==> src/tvvt_pkg.sv <==
// Shared constants and types for the TV-out vertical timing block.
// Assumes one clock domain and the CRT controller index/data port outside.
package tvvt_pkg;

  // Index/data pair inside the CRT controller data port
  localparam logic [7:0] TVVT_PORT_INDEX = 8'hE0;
  localparam logic [7:0] TVVT_PORT_DATA = 8'hE1;

  // TV-out register indexes
  localparam logic [7:0] TVVT_IDX_CTRL = 8'h00;
  localparam logic [7:0] TVVT_IDX_SCALE = 8'h01;
  localparam logic [7:0] TVVT_IDX_STD_PH_HI = 8'h02;
  localparam logic [7:0] TVVT_IDX_PH_MID = 8'h03;
  localparam logic [7:0] TVVT_IDX_PH_LO = 8'h04;
  localparam logic [7:0] TVVT_IDX_ACT_SO = 8'h05;
  localparam logic [7:0] TVVT_IDX_ACT_SE = 8'h06;
  localparam logic [7:0] TVVT_IDX_ACT_EO = 8'h07;
  localparam logic [7:0] TVVT_IDX_ACT_EE = 8'h08;
  localparam logic [7:0] TVVT_IDX_ACT_OVF = 8'h09;
  localparam logic [7:0] TVVT_IDX_VS_O = 8'h0A;
  localparam logic [7:0] TVVT_IDX_EQ1_O = 8'h0B;
  localparam logic [7:0] TVVT_IDX_EQ2_O = 8'h0C;
  localparam logic [7:0] TVVT_IDX_VS_E = 8'h0D;
  localparam logic [7:0] TVVT_IDX_SYNC_OVF = 8'h0E;
  localparam logic [7:0] TVVT_IDX_EQ1_E = 8'h0F;
  localparam logic [7:0] TVVT_IDX_EQ2_E = 8'h10;
  localparam logic [7:0] TVVT_IDX_PRESET = 8'h11;
  localparam logic [7:0] TVVT_IDX_LBUF = 8'h12;
  localparam logic [7:0] TVVT_IDX_OVF3 = 8'h13;
  localparam int TVVT_NUM_REGS = 20;
  localparam logic [7:0] TVVT_RESET_VAL = 8'h00;

  // Control register field positions, plus the PAL bit of the standard/phase high byte
  localparam int TVVT_FILT_MSB = 7;
  localparam int TVVT_FILT_LSB = 5;
  localparam int TVVT_BIT_COMP_OFF = 4;
  localparam int TVVT_BIT_SVID_OFF = 3;
  localparam int TVVT_BIT_TV_ON = 2;
  localparam int TVVT_BIT_SHRINK = 1;
  localparam int TVVT_BIT_INTERLACE = 0;
  localparam int TVVT_BIT_PAL = 7;

  // Two-bit overflow pair positions
  localparam logic [1:0] TVVT_PAIR0 = 2'h0;
  localparam logic [1:0] TVVT_PAIR1 = 2'h1;
  localparam logic [1:0] TVVT_PAIR2 = 2'h2;
  localparam logic [1:0] TVVT_PAIR3 = 2'h3;

  // Data port access from the host side
  typedef struct packed {
    logic rd;
    logic wr;
    logic [7:0] port_idx;
    logic [7:0] wdata;
  } tvvt_bus_s;

  // Vertical timing windows
  typedef struct packed {
    logic odd_field;
    logic equalize;
    logic vsync;
    logic active;
  } tvvt_vtim_s;

  // Anti-flicker filter choice
  typedef enum logic [2:0] {
    TVVT_FILT_NONE = 3'h0,
    TVVT_FILT_LIGHT = 3'h1,
    TVVT_FILT_MEDIAN = 3'h2,
    TVVT_FILT_STRONG = 3'h3,
    TVVT_FILT_ADAPT = 3'h4
  } tvvt_filter_e;

  // Vertical interval phases, one-hot
  typedef enum logic [3:0] {
    TVVT_ST_EQ1 = 4'h1,
    TVVT_ST_VSYNC = 4'h2,
    TVVT_ST_EQ2 = 4'h4,
    TVVT_ST_BODY = 4'h8
  } tvvt_vstate_e;

endpackage

==> src/tvvt_subcarrier.sv <==
// Subcarrier phase accumulator for the TV encoder.
// Assumes the step word comes from registers on the same clock.
`timescale 1ns/1ps
module tvvt_subcarrier (
  // Clock and reset
  input wire logic clk,
  input wire logic rst_n,
  // Control
  input wire logic run,
  input wire logic [22:0] step,
  // Phase out
  output logic [22:0] phase
);

  // Wraps modulo 2^23; held at zero while TV mode is off
  always_ff @(posedge clk) begin
    if (!rst_n) begin
      phase <= 23'h000000;
    end else if (!run) begin
      phase <= 23'h000000;
    end else begin
      phase <= phase + step;
    end
  end

  property p_phase_step;
    @(posedge clk) disable iff (!rst_n)
      run && $past(run) && $past(rst_n) |-> phase == 23'($past(phase) + $past(step));
  endproperty
  a_phase_step: assert property (p_phase_step) else $error("phase did not advance by step");

endmodule

==> src/tvvt_vertical_timing.sv <==
// TV-out control registers and vertical timing generator.
// Assumes host accesses arrive as single-cycle strobes on clk, and line
// and field strobes come from the horizontal timing on the same clock.
`timescale 1ns/1ps
module tvvt_vertical_timing (
  // Clock and reset
  input wire logic clk,
  input wire logic rst_n,
  // CRT controller data port
  input wire tvvt_pkg::tvvt_bus_s bus,
  output logic [7:0] rdata,
  output logic rdata_valid,
  // Strobes from horizontal timing
  input wire logic line_start,
  input wire logic field_start,
  // Encoder controls
  output logic tv_mode_on,
  output logic composite_on,
  output logic svideo_on,
  output logic pal_select,
  output tvvt_pkg::tvvt_filter_e filter_mode,
  output logic [7:0] vertical_compress_factor,
  output logic line_skip,
  // Vertical timing
  output tvvt_pkg::tvvt_vtim_s vtim,
  output logic [9:0] line_count,
  output logic [22:0] subcarrier_phase
);

  logic [7:0] tv_reg [0:tvvt_pkg::TVVT_NUM_REGS-1];
  logic [7:0] reg_index;
  logic [7:0] sel_byte;
  logic sel_mapped;
  logic idx_wr;
  logic dat_wr;
  logic dat_rd;
  logic [7:0] ctrl;
  logic interlace_select;
  logic shrink_on;
  logic [22:0] subcarrier_phase_step;
  logic [9:0] active_start_line_odd;
  logic [9:0] active_start_line_even;
  logic [9:0] active_end_line_odd;
  logic [9:0] active_end_line_even;
  logic [9:0] vertical_sync_end_odd;
  logic [9:0] first_equalizer_end_odd;
  logic [9:0] second_equalizer_end_odd;
  logic [9:0] vertical_sync_end_even;
  logic [9:0] first_equalizer_end_even;
  logic [9:0] second_equalizer_end_even;
  logic [9:0] line_counter_preset;
  logic [9:0] cur_act_start;
  logic [9:0] cur_act_end;
  logic [9:0] cur_vs_end;
  logic [9:0] cur_eq1_end;
  logic [9:0] cur_eq2_end;
  logic [7:0] shrink_acc;
  logic [8:0] shrink_sum;
  logic odd_field;
  tvvt_pkg::tvvt_vstate_e vstate;
  tvvt_pkg::tvvt_vstate_e next_vstate;

  // Joins a low byte with one two-bit pair of an overflow byte
  function automatic logic [9:0] join10(input logic [7:0] low, input logic [7:0] ovf,
                                         input logic [1:0] pair);
    logic [1:0] hi;
    hi = ovf[{pair, 1'b0} +: 2];
    return {hi, low};
  endfunction

  // Anti-flicker decode, top bit set means adaptive
  function automatic tvvt_pkg::tvvt_filter_e decode_filter(input logic [2:0] code);
    tvvt_pkg::tvvt_filter_e f;
    case (code)
      3'h0: f = tvvt_pkg::TVVT_FILT_NONE;
      3'h1: f = tvvt_pkg::TVVT_FILT_LIGHT;
      3'h2: f = tvvt_pkg::TVVT_FILT_MEDIAN;
      3'h3: f = tvvt_pkg::TVVT_FILT_STRONG;
      default: f = tvvt_pkg::TVVT_FILT_ADAPT;
    endcase
    return f;
  endfunction

  // Port decode
  assign idx_wr = bus.wr && bus.port_idx == tvvt_pkg::TVVT_PORT_INDEX;
  assign dat_wr = bus.wr && bus.port_idx == tvvt_pkg::TVVT_PORT_DATA;
  assign dat_rd = bus.rd && bus.port_idx == tvvt_pkg::TVVT_PORT_DATA;
  assign sel_mapped = reg_index < 8'(tvvt_pkg::TVVT_NUM_REGS);

  // Selected byte; indexes past the table read as zero
  always_comb begin
    sel_byte = 8'h00;
    if (sel_mapped) begin
      sel_byte = tv_reg[reg_index[4:0]];
    end
  end

  // Index register
  always_ff @(posedge clk) begin
    if (!rst_n) begin
      reg_index <= tvvt_pkg::TVVT_RESET_VAL;
    end else if (idx_wr) begin
      reg_index <= bus.wdata;
    end
  end

  // Register table; writes to unmapped indexes are dropped
  always_ff @(posedge clk) begin
    if (!rst_n) begin
      for (int i = 0; i < tvvt_pkg::TVVT_NUM_REGS; i++) begin
        tv_reg[i] <= tvvt_pkg::TVVT_RESET_VAL;
      end
    end else if (dat_wr && sel_mapped) begin
      tv_reg[reg_index[4:0]] <= bus.wdata;
    end
  end

  // Read data, registered so it is stable for the host one cycle later
  always_ff @(posedge clk) begin
    if (!rst_n) begin
      rdata <= 8'h00;
      rdata_valid <= 1'b0;
    end else begin
      rdata_valid <= bus.rd;
      if (dat_rd) begin
        rdata <= sel_byte;
      end else if (bus.rd && bus.port_idx == tvvt_pkg::TVVT_PORT_INDEX) begin
        rdata <= reg_index;
      end else if (bus.rd) begin
        rdata <= 8'h00;
      end
    end
  end

  // Control decode
  assign ctrl = tv_reg[tvvt_pkg::TVVT_IDX_CTRL[4:0]];
  assign filter_mode = decode_filter(ctrl[tvvt_pkg::TVVT_FILT_MSB:tvvt_pkg::TVVT_FILT_LSB]);
  assign tv_mode_on = ctrl[tvvt_pkg::TVVT_BIT_TV_ON];
  assign composite_on = !ctrl[tvvt_pkg::TVVT_BIT_COMP_OFF];
  assign svideo_on = !ctrl[tvvt_pkg::TVVT_BIT_SVID_OFF];
  assign shrink_on = ctrl[tvvt_pkg::TVVT_BIT_SHRINK];
  assign interlace_select = ctrl[tvvt_pkg::TVVT_BIT_INTERLACE];
  assign vertical_compress_factor = tv_reg[tvvt_pkg::TVVT_IDX_SCALE[4:0]];
  assign pal_select = tv_reg[tvvt_pkg::TVVT_IDX_STD_PH_HI[4:0]][tvvt_pkg::TVVT_BIT_PAL];

  // Subcarrier step assembled from three bytes
  assign subcarrier_phase_step = {tv_reg[tvvt_pkg::TVVT_IDX_STD_PH_HI[4:0]][6:0],
                                  tv_reg[tvvt_pkg::TVVT_IDX_PH_MID[4:0]],
                                  tv_reg[tvvt_pkg::TVVT_IDX_PH_LO[4:0]]};

  // Ten-bit line boundaries
  assign active_start_line_odd = join10(tv_reg[tvvt_pkg::TVVT_IDX_ACT_SO[4:0]],
    tv_reg[tvvt_pkg::TVVT_IDX_ACT_OVF[4:0]], tvvt_pkg::TVVT_PAIR0);
  assign active_start_line_even = join10(tv_reg[tvvt_pkg::TVVT_IDX_ACT_SE[4:0]],
    tv_reg[tvvt_pkg::TVVT_IDX_ACT_OVF[4:0]], tvvt_pkg::TVVT_PAIR1);
  assign active_end_line_odd = join10(tv_reg[tvvt_pkg::TVVT_IDX_ACT_EO[4:0]],
    tv_reg[tvvt_pkg::TVVT_IDX_ACT_OVF[4:0]], tvvt_pkg::TVVT_PAIR2);
  assign active_end_line_even = join10(tv_reg[tvvt_pkg::TVVT_IDX_ACT_EE[4:0]],
    tv_reg[tvvt_pkg::TVVT_IDX_ACT_OVF[4:0]], tvvt_pkg::TVVT_PAIR3);
  assign vertical_sync_end_odd = join10(tv_reg[tvvt_pkg::TVVT_IDX_VS_O[4:0]],
    tv_reg[tvvt_pkg::TVVT_IDX_SYNC_OVF[4:0]], tvvt_pkg::TVVT_PAIR0);
  assign first_equalizer_end_odd = join10(tv_reg[tvvt_pkg::TVVT_IDX_EQ1_O[4:0]],
    tv_reg[tvvt_pkg::TVVT_IDX_SYNC_OVF[4:0]], tvvt_pkg::TVVT_PAIR1);
  assign second_equalizer_end_odd = join10(tv_reg[tvvt_pkg::TVVT_IDX_EQ2_O[4:0]],
    tv_reg[tvvt_pkg::TVVT_IDX_SYNC_OVF[4:0]], tvvt_pkg::TVVT_PAIR2);
  assign vertical_sync_end_even = join10(tv_reg[tvvt_pkg::TVVT_IDX_VS_E[4:0]],
    tv_reg[tvvt_pkg::TVVT_IDX_SYNC_OVF[4:0]], tvvt_pkg::TVVT_PAIR3);
  assign first_equalizer_end_even = join10(tv_reg[tvvt_pkg::TVVT_IDX_EQ1_E[4:0]],
    tv_reg[tvvt_pkg::TVVT_IDX_OVF3[4:0]], tvvt_pkg::TVVT_PAIR0);
  assign second_equalizer_end_even = join10(tv_reg[tvvt_pkg::TVVT_IDX_EQ2_E[4:0]],
    tv_reg[tvvt_pkg::TVVT_IDX_OVF3[4:0]], tvvt_pkg::TVVT_PAIR1);
  assign line_counter_preset = join10(tv_reg[tvvt_pkg::TVVT_IDX_PRESET[4:0]],
    tv_reg[tvvt_pkg::TVVT_IDX_OVF3[4:0]], tvvt_pkg::TVVT_PAIR2);

  // Bounds of the field now being scanned
  always_comb begin
    if (odd_field) begin
      cur_act_start = active_start_line_odd;
      cur_act_end = active_end_line_odd;
      cur_vs_end = vertical_sync_end_odd;
      cur_eq1_end = first_equalizer_end_odd;
      cur_eq2_end = second_equalizer_end_odd;
    end else begin
      cur_act_start = active_start_line_even;
      cur_act_end = active_end_line_even;
      cur_vs_end = vertical_sync_end_even;
      cur_eq1_end = first_equalizer_end_even;
      cur_eq2_end = second_equalizer_end_even;
    end
  end

  // Field parity; non-interlaced always stays on the odd field
  always_ff @(posedge clk) begin
    if (!rst_n) begin
      odd_field <= 1'b1;
    end else if (field_start) begin
      odd_field <= interlace_select ? !odd_field : 1'b1;
    end
  end

  // Line counter; a field start wins over a line start in the same cycle
  always_ff @(posedge clk) begin
    if (!rst_n) begin
      line_count <= 10'h000;
    end else if (field_start) begin
      line_count <= line_counter_preset;
    end else if (line_start) begin
      line_count <= line_count + 10'h001;
    end
  end

  // Vertical interval sequence; an end line of zero cuts that phase to one clock
  always_comb begin
    next_vstate = vstate;
    case (vstate)
      tvvt_pkg::TVVT_ST_EQ1: begin
        if (line_count >= cur_eq1_end) next_vstate = tvvt_pkg::TVVT_ST_VSYNC;
      end
      tvvt_pkg::TVVT_ST_VSYNC: begin
        if (line_count >= cur_vs_end) next_vstate = tvvt_pkg::TVVT_ST_EQ2;
      end
      tvvt_pkg::TVVT_ST_EQ2: begin
        if (line_count >= cur_eq2_end) next_vstate = tvvt_pkg::TVVT_ST_BODY;
      end
      tvvt_pkg::TVVT_ST_BODY: begin
        next_vstate = tvvt_pkg::TVVT_ST_BODY;
      end
      default: begin
        next_vstate = tvvt_pkg::TVVT_ST_BODY;
      end
    endcase
    if (field_start) begin
      next_vstate = tvvt_pkg::TVVT_ST_EQ1;
    end
  end

  // State register
  always_ff @(posedge clk) begin
    if (!rst_n) begin
      vstate <= tvvt_pkg::TVVT_ST_BODY;
    end else begin
      vstate <= next_vstate;
    end
  end

  // Timing windows; equalize, vsync and active forced low while TV mode is off, odd_field always follows the parity
  always_ff @(posedge clk) begin
    if (!rst_n) begin
      vtim <= '0;
    end else begin
      vtim.odd_field <= odd_field;
      vtim.equalize <= tv_mode_on && (next_vstate == tvvt_pkg::TVVT_ST_EQ1 ||
                                      next_vstate == tvvt_pkg::TVVT_ST_EQ2);
      vtim.vsync <= tv_mode_on && next_vstate == tvvt_pkg::TVVT_ST_VSYNC;
      vtim.active <= tv_mode_on && next_vstate == tvvt_pkg::TVVT_ST_BODY &&
                     line_count >= cur_act_start && line_count < cur_act_end;
    end
  end

  // Line compression: a carry out of the scale accumulator drops a line.
  // Cheap but uneven; a filter would spread the loss better.
  assign shrink_sum = {1'b0, shrink_acc} + {1'b0, vertical_compress_factor};
  always_ff @(posedge clk) begin
    if (!rst_n) begin
      shrink_acc <= 8'h00;
      line_skip <= 1'b0;
    end else if (!shrink_on || field_start) begin
      shrink_acc <= 8'h00;
      line_skip <= 1'b0;
    end else if (line_start) begin
      shrink_acc <= shrink_sum[7:0];
      line_skip <= shrink_sum[8];
    end
  end

  // Subcarrier phase generator
  tvvt_subcarrier u_subcarrier (
    .clk(clk),
    .rst_n(rst_n),
    .run(tv_mode_on),
    .step(subcarrier_phase_step),
    .phase(subcarrier_phase)
  );

  property p_index_write;
    @(posedge clk) disable iff (!rst_n)
      idx_wr |=> reg_index == $past(bus.wdata);
  endproperty
  a_index_write: assert property (p_index_write) else $error("index not captured");

  property p_data_path;
    @(posedge clk) disable iff (!rst_n)
      dat_wr && sel_mapped ##1 dat_rd && $stable(reg_index) |=> rdata == $past(bus.wdata, 2);
  endproperty
  a_data_path: assert property (p_data_path) else $error("data port readback wrong");

  property p_filter;
    @(posedge clk) disable iff (!rst_n)
      dat_wr && reg_index == tvvt_pkg::TVVT_IDX_CTRL && bus.wdata[7] |=>
        filter_mode == tvvt_pkg::TVVT_FILT_ADAPT;
  endproperty
  a_filter: assert property (p_filter) else $error("adaptive filter not chosen");

  property p_composite;
    @(posedge clk) disable iff (!rst_n)
      dat_wr && reg_index == tvvt_pkg::TVVT_IDX_CTRL |=> composite_on == !$past(bus.wdata[4]);
  endproperty
  a_composite: assert property (p_composite) else $error("composite enable wrong");

  property p_svideo;
    @(posedge clk) disable iff (!rst_n)
      dat_wr && reg_index == tvvt_pkg::TVVT_IDX_CTRL |=> svideo_on == !$past(bus.wdata[3]);
  endproperty
  a_svideo: assert property (p_svideo) else $error("S-Video enable wrong");

  property p_tv_off_quiet;
    @(posedge clk) disable iff (!rst_n)
      !tv_mode_on ##1 !tv_mode_on |-> !vtim.vsync && !vtim.active && !vtim.equalize;
  endproperty
  a_tv_off_quiet: assert property (p_tv_off_quiet) else $error("timing active with TV off");

  property p_no_shrink;
    @(posedge clk) disable iff (!rst_n)
      !shrink_on |=> !line_skip;
  endproperty
  a_no_shrink: assert property (p_no_shrink) else $error("line dropped without shrink");

  property p_progressive_odd;
    @(posedge clk) disable iff (!rst_n)
      field_start && !interlace_select |=> odd_field ##1 vtim.odd_field;
  endproperty
  a_progressive_odd: assert property (p_progressive_odd) else $error("even field in progressive");

  property p_preset;
    @(posedge clk) disable iff (!rst_n)
      field_start |=> line_count == $past(line_counter_preset) && vstate == tvvt_pkg::TVVT_ST_EQ1;
  endproperty
  a_preset: assert property (p_preset) else $error("preset not loaded");

  property p_reset_state;
    @(posedge clk) !rst_n |=> reg_index == 8'h00 && !tv_mode_on && composite_on && svideo_on;
  endproperty
  a_reset_state: assert property (p_reset_state) else $error("reset state wrong");

  c_pal: cover property (@(posedge clk) disable iff (!rst_n) pal_select && tv_mode_on);
  c_vsync: cover property (@(posedge clk) disable iff (!rst_n) $rose(vtim.vsync));
  c_active: cover property (@(posedge clk) disable iff (!rst_n) $rose(vtim.active));
  c_even: cover property (@(posedge clk) disable iff (!rst_n) interlace_select && !odd_field);

endmodule

==> config.mk <==
export PLATFORM = sky130hd
export DESIGN_NAME = tvvt_vertical_timing
export DESIGN_NICKNAME = d
export VERILOG_FILES = /design/src/tvvt_pkg.sv /design/src/tvvt_subcarrier.sv /design/src/tvvt_vertical_timing.sv
export SDC_FILE = /design/constraint.sdc
export NUM_CORES = 1
export LEC_CHECK = 0
export CORE_ASPECT_RATIO = 2
export CORE_MARGIN = 2
export CORE_UTILIZATION = 58
export CTS_CLUSTER_SIZE = 10
export DETAILED_ROUTE_END_ITERATION = 16
export DONT_BUFFER_PORTS = 1
export PLACE_DENSITY = 0.76
export SYNTH_ARGS = -nofsm -noshare
export SYNTH_HDL_FRONTEND = slang
export SYNTH_SLANG_ARGS = --single-unit
==> constraint.sdc <==
create_clock -name clk -period 3.1 [get_ports clk]
set_clock_uncertainty 0.1 [all_clocks]
set_input_delay 0.155 -clock clk [delete_from_list [all_inputs] [get_ports clk]]
set_output_delay 0.155 -clock clk [all_outputs]
set_load 0.005 [all_outputs]
## Yosys cells after proc, flatten, opt, wreduce, memory -nomap -nowiden

Memories as Yosys holds them, arrays and structs flattened. A register that Yosys moved wholly into a read port is not among the register bits.
Index checks and enable logic that the tools add are counted.

| storage, ports and cells | value |
|---|---|
| memory bits (writable) | 160 |
| word-level logic and storage cells | 85 |
| bits in registers | 68 |
| output and inout port bits | 62 |
| memories | 1 |
| input port bits | 22 |

Memories:

| name | words | bits a word | read ports | clocked after Yosys merged registers in | wr ports | RTL line | text |
|---|---|---|---|---|---|---|---|
| tv_reg | 20 | 8 | 20 | 1 | 20 | tvvt_vertical_timing.sv:30 | `logic [7:0] tv_reg [0:tvvt_pkg::TVVT_NUM_REGS-1];` |

| operators by class | value |
|---|---|
| $lt $le $gt $ge | 6 |
| bitwise logic cells | 1 |
| add/subtract/negate cells | 3 |
| eq/ne operators | 12 |
| reduce and logical (&&, ||, !) cells | 22 |
| mux-type cells | 27 |

Operators with widths:

| kind | count |
|---|---|
| 10-bit 2-to-1 mux | 7 |
| 10-bit >= comparator | 4 |
| 8-bit 2-to-1 mux | 5 |
| 23-bit adder | 1 |
| 8-bit == test, second input constant | 2 |
| 4-bit 2-to-1 mux | 4 |
| 5-bit 2-to-1 mux | 3 |
| 3-bit one-hot mux with 4 select lines | 1 |
| 4-bit one-hot mux with 3 select lines | 1 |
| 10-bit by 1-bit adder with 10-bit output, second input constant | 1 |
| 1-bit logical AND | 10 |
| 10-bit less-than comparator | 1 |
| 8-bit by 8-bit adder with 9-bit output | 1 |
| 4-bit by 1-bit == test with 1-bit output, second input constant | 2 |
| 4-bit by 2-bit == test with 1-bit output, second input constant | 2 |
| 4-bit by 3-bit == test with 1-bit output, second input constant | 2 |
| 8-bit by 5-bit less-than comparator with 1-bit output, second input constant | 1 |
| 8-bit OR reduction | 1 |
| 3-bit by 2-bit == test with 1-bit output, second input constant | 2 |
| 1-bit 2-to-1 mux | 6 |
| 4-bit == test, second input constant | 1 |
| 1-bit logical NOT | 4 |
| 3-bit by 1-bit == test with 1-bit output, second input constant | 1 |
| 3-bit logical NOT | 1 |
| other kinds (6) | 7 |

## Logic depth before layout (Yosys ltp)

| logic depth | value |
|---|---|
| depth in word-level cells | 9 |
| depth in mapped cells | 10 |
| gate-level depth less buffers | 9 |

## Hierarchy

From an unflattened synthesis, not the netlist that was laid out.

| second synthesis, totals | value |
|---|---|
| cell total of the unflattened synthesis | 1,313 |
| area total of the unflattened synthesis | 16,841.2 µm² |

Modules (own cells, without submodules):

| module | cells an instance | area each (µm²) | sequential area each (µm²) | times used |
|---|---|---|---|---|
| tvvt_vertical_timing | 1,074 | 14,978.1 | 8,688.3 | 1 |
| tvvt_subcarrier | 239 | 1,863.0 | 460.4 | 1 |

## Worst setup path before layout

Ideal clock, no wire load.

| path | value |
|---|---|
| path type | reg-to-reg |
| start | register odd_field |
| end | register vstate[2] |
| buffers on the path | 2 |
| cell stages (with the launch flop) | 11 |
| clock period less this slack | 2.924 ns |
| arrival time | 2.710 ns |
| path slack | 0.176 ns |
| cell sequence | dfxtp_1 clkbuf_1 buf_1 mux2_2 ha_1 nand2b_1 a21o_1 a211o_1 a21boi_0 o21ai_0 a2111oi_0 |

| on the way | value |
|---|---|
| cells in the longest elaborated chain, start to end | 5 |

Ends and longest elaborated chain:

| element | RTL line | text |
|---|---|---|
| start, declared | tvvt_vertical_timing.sv:59 | `logic odd_field;` |
| start signal, assigned | tvvt_vertical_timing.sv:197 | `odd_field <= interlace_select ? !odd_field : 1'b1;` |
| 10-bit 2-to-1 mux | tvvt_vertical_timing.sv:177 | `if (odd_field) begin` |
| 10-bit >= comparator (on tied branches) | tvvt_vertical_timing.sv:223, tvvt_vertical_timing.sv:217, tvvt_vertical_timing.sv:220 |  |
| 4-bit 2-to-1 mux (on tied branches) | tvvt_vertical_timing.sv:223, tvvt_vertical_timing.sv:217, tvvt_vertical_timing.sv:220 |  |
| 4-bit one-hot mux with 3 select lines * | tvvt_vertical_timing.sv:215 | `case (vstate)` |
| 4-bit 2-to-1 mux * | tvvt_vertical_timing.sv:232 | `if (field_start) begin` |
| end signal, assigned | tvvt_vertical_timing.sv:240 | `vstate <= tvvt_pkg::TVVT_ST_BODY;` |
| end signal, assigned | tvvt_vertical_timing.sv:242 | `vstate <= next_vstate;` |
| end, declared | tvvt_vertical_timing.sv:60 | `tvvt_pkg::tvvt_vstate_e vstate;` |

Mark *: on every way between the ends. The rest lies on a longest branch, timed or not.
A chain may end at the register's enable or synchronous reset.

## Final worst setup path

| path | value |
|---|---|
| start | register odd_field |
| end | register vtim[1] (netlist bit) |

| on the way | value |
|---|---|
| cells in the longest elaborated chain, start to end | 7 |

Ends and longest elaborated chain:

| element | RTL line | text |
|---|---|---|
| 10-bit 2-to-1 mux | tvvt_vertical_timing.sv:177 |  |
| 10-bit >= comparator (on tied branches) | tvvt_vertical_timing.sv:223, tvvt_vertical_timing.sv:217, tvvt_vertical_timing.sv:220 |  |
| 4-bit 2-to-1 mux (on tied branches) | tvvt_vertical_timing.sv:223, tvvt_vertical_timing.sv:217, tvvt_vertical_timing.sv:220 |  |
| 4-bit one-hot mux with 3 select lines * | tvvt_vertical_timing.sv:215 |  |
| 4-bit 2-to-1 mux * | tvvt_vertical_timing.sv:232 |  |
| 4-bit by 2-bit == test with 1-bit output * | tvvt_vertical_timing.sv:254 | `vtim.vsync <= tv_mode_on && next_vstate == tvvt_pkg::TVVT_ST_VSYNC;` |
| 1-bit logical AND * | tvvt_vertical_timing.sv:254 |  |
| end, declared | tvvt_vertical_timing.sv:25 | `output tvvt_pkg::tvvt_vtim_s vtim,` |

Marked as above.

==> metrics.md <==
| Metric | Value |
|---|---|
| Status | completed |
| 1st-iter DRT viols | 935 |
| Final Hold Violating Endpoints | 0 |
| Core ar. | between 0.02 and 0.03 mm² |
| Yosys top cell area share | 0.459 |
| Pwr Density | 512 mW/mm² |
| CP max-delay cell | dfxtp_2 |
| Post-CTS setup buffers | 0 |
| DIE AREA | 0.0303 mm² |
| Hold/Removal Path Class | in -> reg |
| Total number of vias | 10,970 |
| Final setup TNS | 0 ns |
| DRT Pass-1 Iters | 5 |
| Remaining antenna violation count | 0 |
| Rel. slew slack | 0.422 |
| Fin. max-slew vios | 0 |
| Pin count of the biggest net entering global routing | 54 |
| Number of enable flip-flop cells after synthesis | 256 |
| Post-DP HPWL | around 30,000 µm |
| Global-route wire length before repair | approximately 63,000 µm |
| Setup crit start kind | register |
| RD Place Congestion | between 0.9 and 1 |
| Number of global-route vias before repair | 10,975 |
| Post-synthesis register bit count | 329 |
| Cell area after synthesis | 0.0167 mm² |
| RSZ-0062 raised after global routing | false |
| CP Capture Type | register |
| Max reg flops | 256 |
| Leak | ~7.4 nW |
| # clock sinks | 329 |
| Final Power | 0.00975 W |
| Final setup viols | 0 |
| Reg2Reg Capture Point | vtim[1] |
| Arr. time, crit path | 3.05 ns |
| Slowest stage delay, CP | 0.54 ns |
| Reg clk slew, reported paths | 0.06 ns |
| Drt total wl | 42,100 µm |
| DR WL/cell | 23.2 µm |
| Cells after Synth | 1,291 |
| GRT Util Overall | 0.283 |
| Starting Density | 0.585 |
| Synth top area cells | edfxtp_1 46%, dfxtp_1 8.7%, mux4_2 8.6%, and2_1 6.5%, ha_1 6.0% |
| Maxcap violations | 0 |
| Final worst path period share | 0.895 |
| Clk_lat worst skew | 0.53 ns |
| Worst Tran Pin Value | 0.864 ns |
| Worst-path fanout max | 12 |
| WHS Endpoint | rdata[0] |
| Num ports | 84 |
| Layout Nets | 1,528 |
| Commonest cells after routing, fill and taps aside | 256 x edfxtp_1, 175 x and2_1, 96 x conb_1 |
| Worst R2R Start | odd_field |
| Sequential-to-total area share from yosys stat | 0.546 |
| Initial antenna violation count | 0 |
| Width of the die | approximately 120 µm |
| FP Rows | 88 |
| Crit path from | odd_field |
| Area added between synthesis and finish | 13.7% |
| PostCTS Resize Cnt | 0 |
| Source of the worst hold timing path | bus[8] |
| Max Clk Rate | 0.360 GHz |
| H-tree lvl count | 2 |
| Clk root buf | clkbuf_16 |
| Leading area contributor after synthesis | edfxtp_1 |
| CP cell instances | buf_4 > buf_4 > mux2i_1 > ha_1 > a21oi_1 > o21ai_0 > nor2_1 > o21ai_0 > a21oi_1 > nor3_1 |
| Post-synth top flop | edfxtp_1 |
| Commonest non-fill, non-tap cell in the layout | edfxtp_1 |
| Clk buf depth | 3 |
| Post-Syn Area per Cell | 13.0 µm² |
| Reg2reg path depth | 10 |
| Library cells used by synthesis | 60 |
| Worst Hold Depth | 4 |
| Peak VDD IR | around 0.49 mV |
| Layout cell share with drive strength beyond 1 | 0.126 |
| Critical Path RT | 3.38 ns |
| Global route total overflow | 0 |
| Tmin final | 2.77 ns |
| DRC violations left | 0 |
| FFs w/ async S/R, synth | 0 |
| CP top delay family | compound AO/OA/AOI/OAI gates |
| Vias per inst | slightly above 6 |
| TritonCTS clock tree | done |
| Critical Setup Path Class | reg -> reg |
| I/O Buffers | 0 |
| Synth Warn # | 0 |
| CTS Buf Count | 38 |
| Die Span Y | 244 µm |
| Hold buffers post-CTS | 22 |
| Buf+Inv Stages, Crit Path | 2 |
| Ant diodes | 0 |
| Register-to-register setup slack | 0.33 ns |
[cells in the mapped netlist (7+ instances only)]
cell        n
edfxtp_1  256
and2_1    175
ha_1       80
mux2i_1    79
dfxtp_1    73
o21ai_0    67
mux4_2     64
nor2_1     56
clkbuf_1   47
nand2_1    43
a21oi_1    40
nor2b_1    30
a211oi_1   24
inv_1      21
nor3_1     17
a21o_1     14
nand2b_1   14
a211o_1    13
nand3_1    13
o21a_1     13
a31oi_1    12
xor2_1     11
and3_1     10
buf_1      10
nor3b_1    10
xnor2_1    10
a22oi_1     8
o211ai_1    8
buf_2       7
[cell type report]
cell class	instances	area [µm²]
timing repair buffer	66	641
clock inverter	2	28.8
fill	2035	9590
tap	360	450
clock buffer	68	1080
inverter	21	78.8
multi-input combinational	968	7590
sequential	329	9160
[metrics by stage]
stage	cell area, µm²	utilization	cells	setup WS (ns)	hold WS, ns
final	19000	0.665	1814	0.326	0.0215
after global routing	19000	0.665	1814	0.114	0.0530
after CTS	19000	0.665	1814	0.376	0.000962
after detailed placement	17600	0.615	1722	0.410	0.129
after global placement	17600	0.615	1722	0.426	0.127
after floorplan	17100	-	1386	0.176	0.154
[worst min-delay path, stage by stage]
cell and delay, ns:
nor2_1 0.02, buf_4 0.16, a22oi_1 0.18, a31oi_1 0.10
[per-layer routing]
metal / track usage / wire length [µm] / share of wire
met5: 0 / 0 / 0
met4: 0.130 / 2060 / 0.049
met3: 0.0406 / 2380 / 0.057
met2: 0.482 / 21500 / 0.51
met1: 0.352 / 16200 / 0.38
[power by group]
part           total [W]  switching [W]  internal, W  leakage [nW]
Clock            0.00407        0.00170      0.00237         0.529
Combinational   0.000595       0.000342     0.000253          3.70
Sequential       0.00508       0.000125      0.00495          3.19
Total            0.00975        0.00217      0.00758          7.42
[logic make-up (layout without fill, tap and decap cells)]
group                      count (synthesis)  in the layout  share of synthesized area
buffers and inverters                     89            157                     0.0214
AOI/OAI and AO/OA                        225            225                     0.0872
muxes                                    148            148                      0.137
other                                      1             96                   0.000224
DFF                                      329            329                      0.546
adders and majority gates                 82             82                     0.0622
xor gates and xnor gates                  21             21                     0.0110
and+or+nand+nor                          396            396                      0.135
[worst max-delay path by stage]
stage,to,slack (ns),cells past startpoint
6_report,vtim[1],0.33,10
3_5_place_dp,vstate[2],0.41,10
4_1_cts,vtim[1],0.38,10
2_1_floorplan,vstate[2],0.18,10
3_3_place_gp,vtim[0],0.43,8
5_1_grt,vtim[1],0.11,10
No activity file was read; power rests on OpenSTA's default activity.
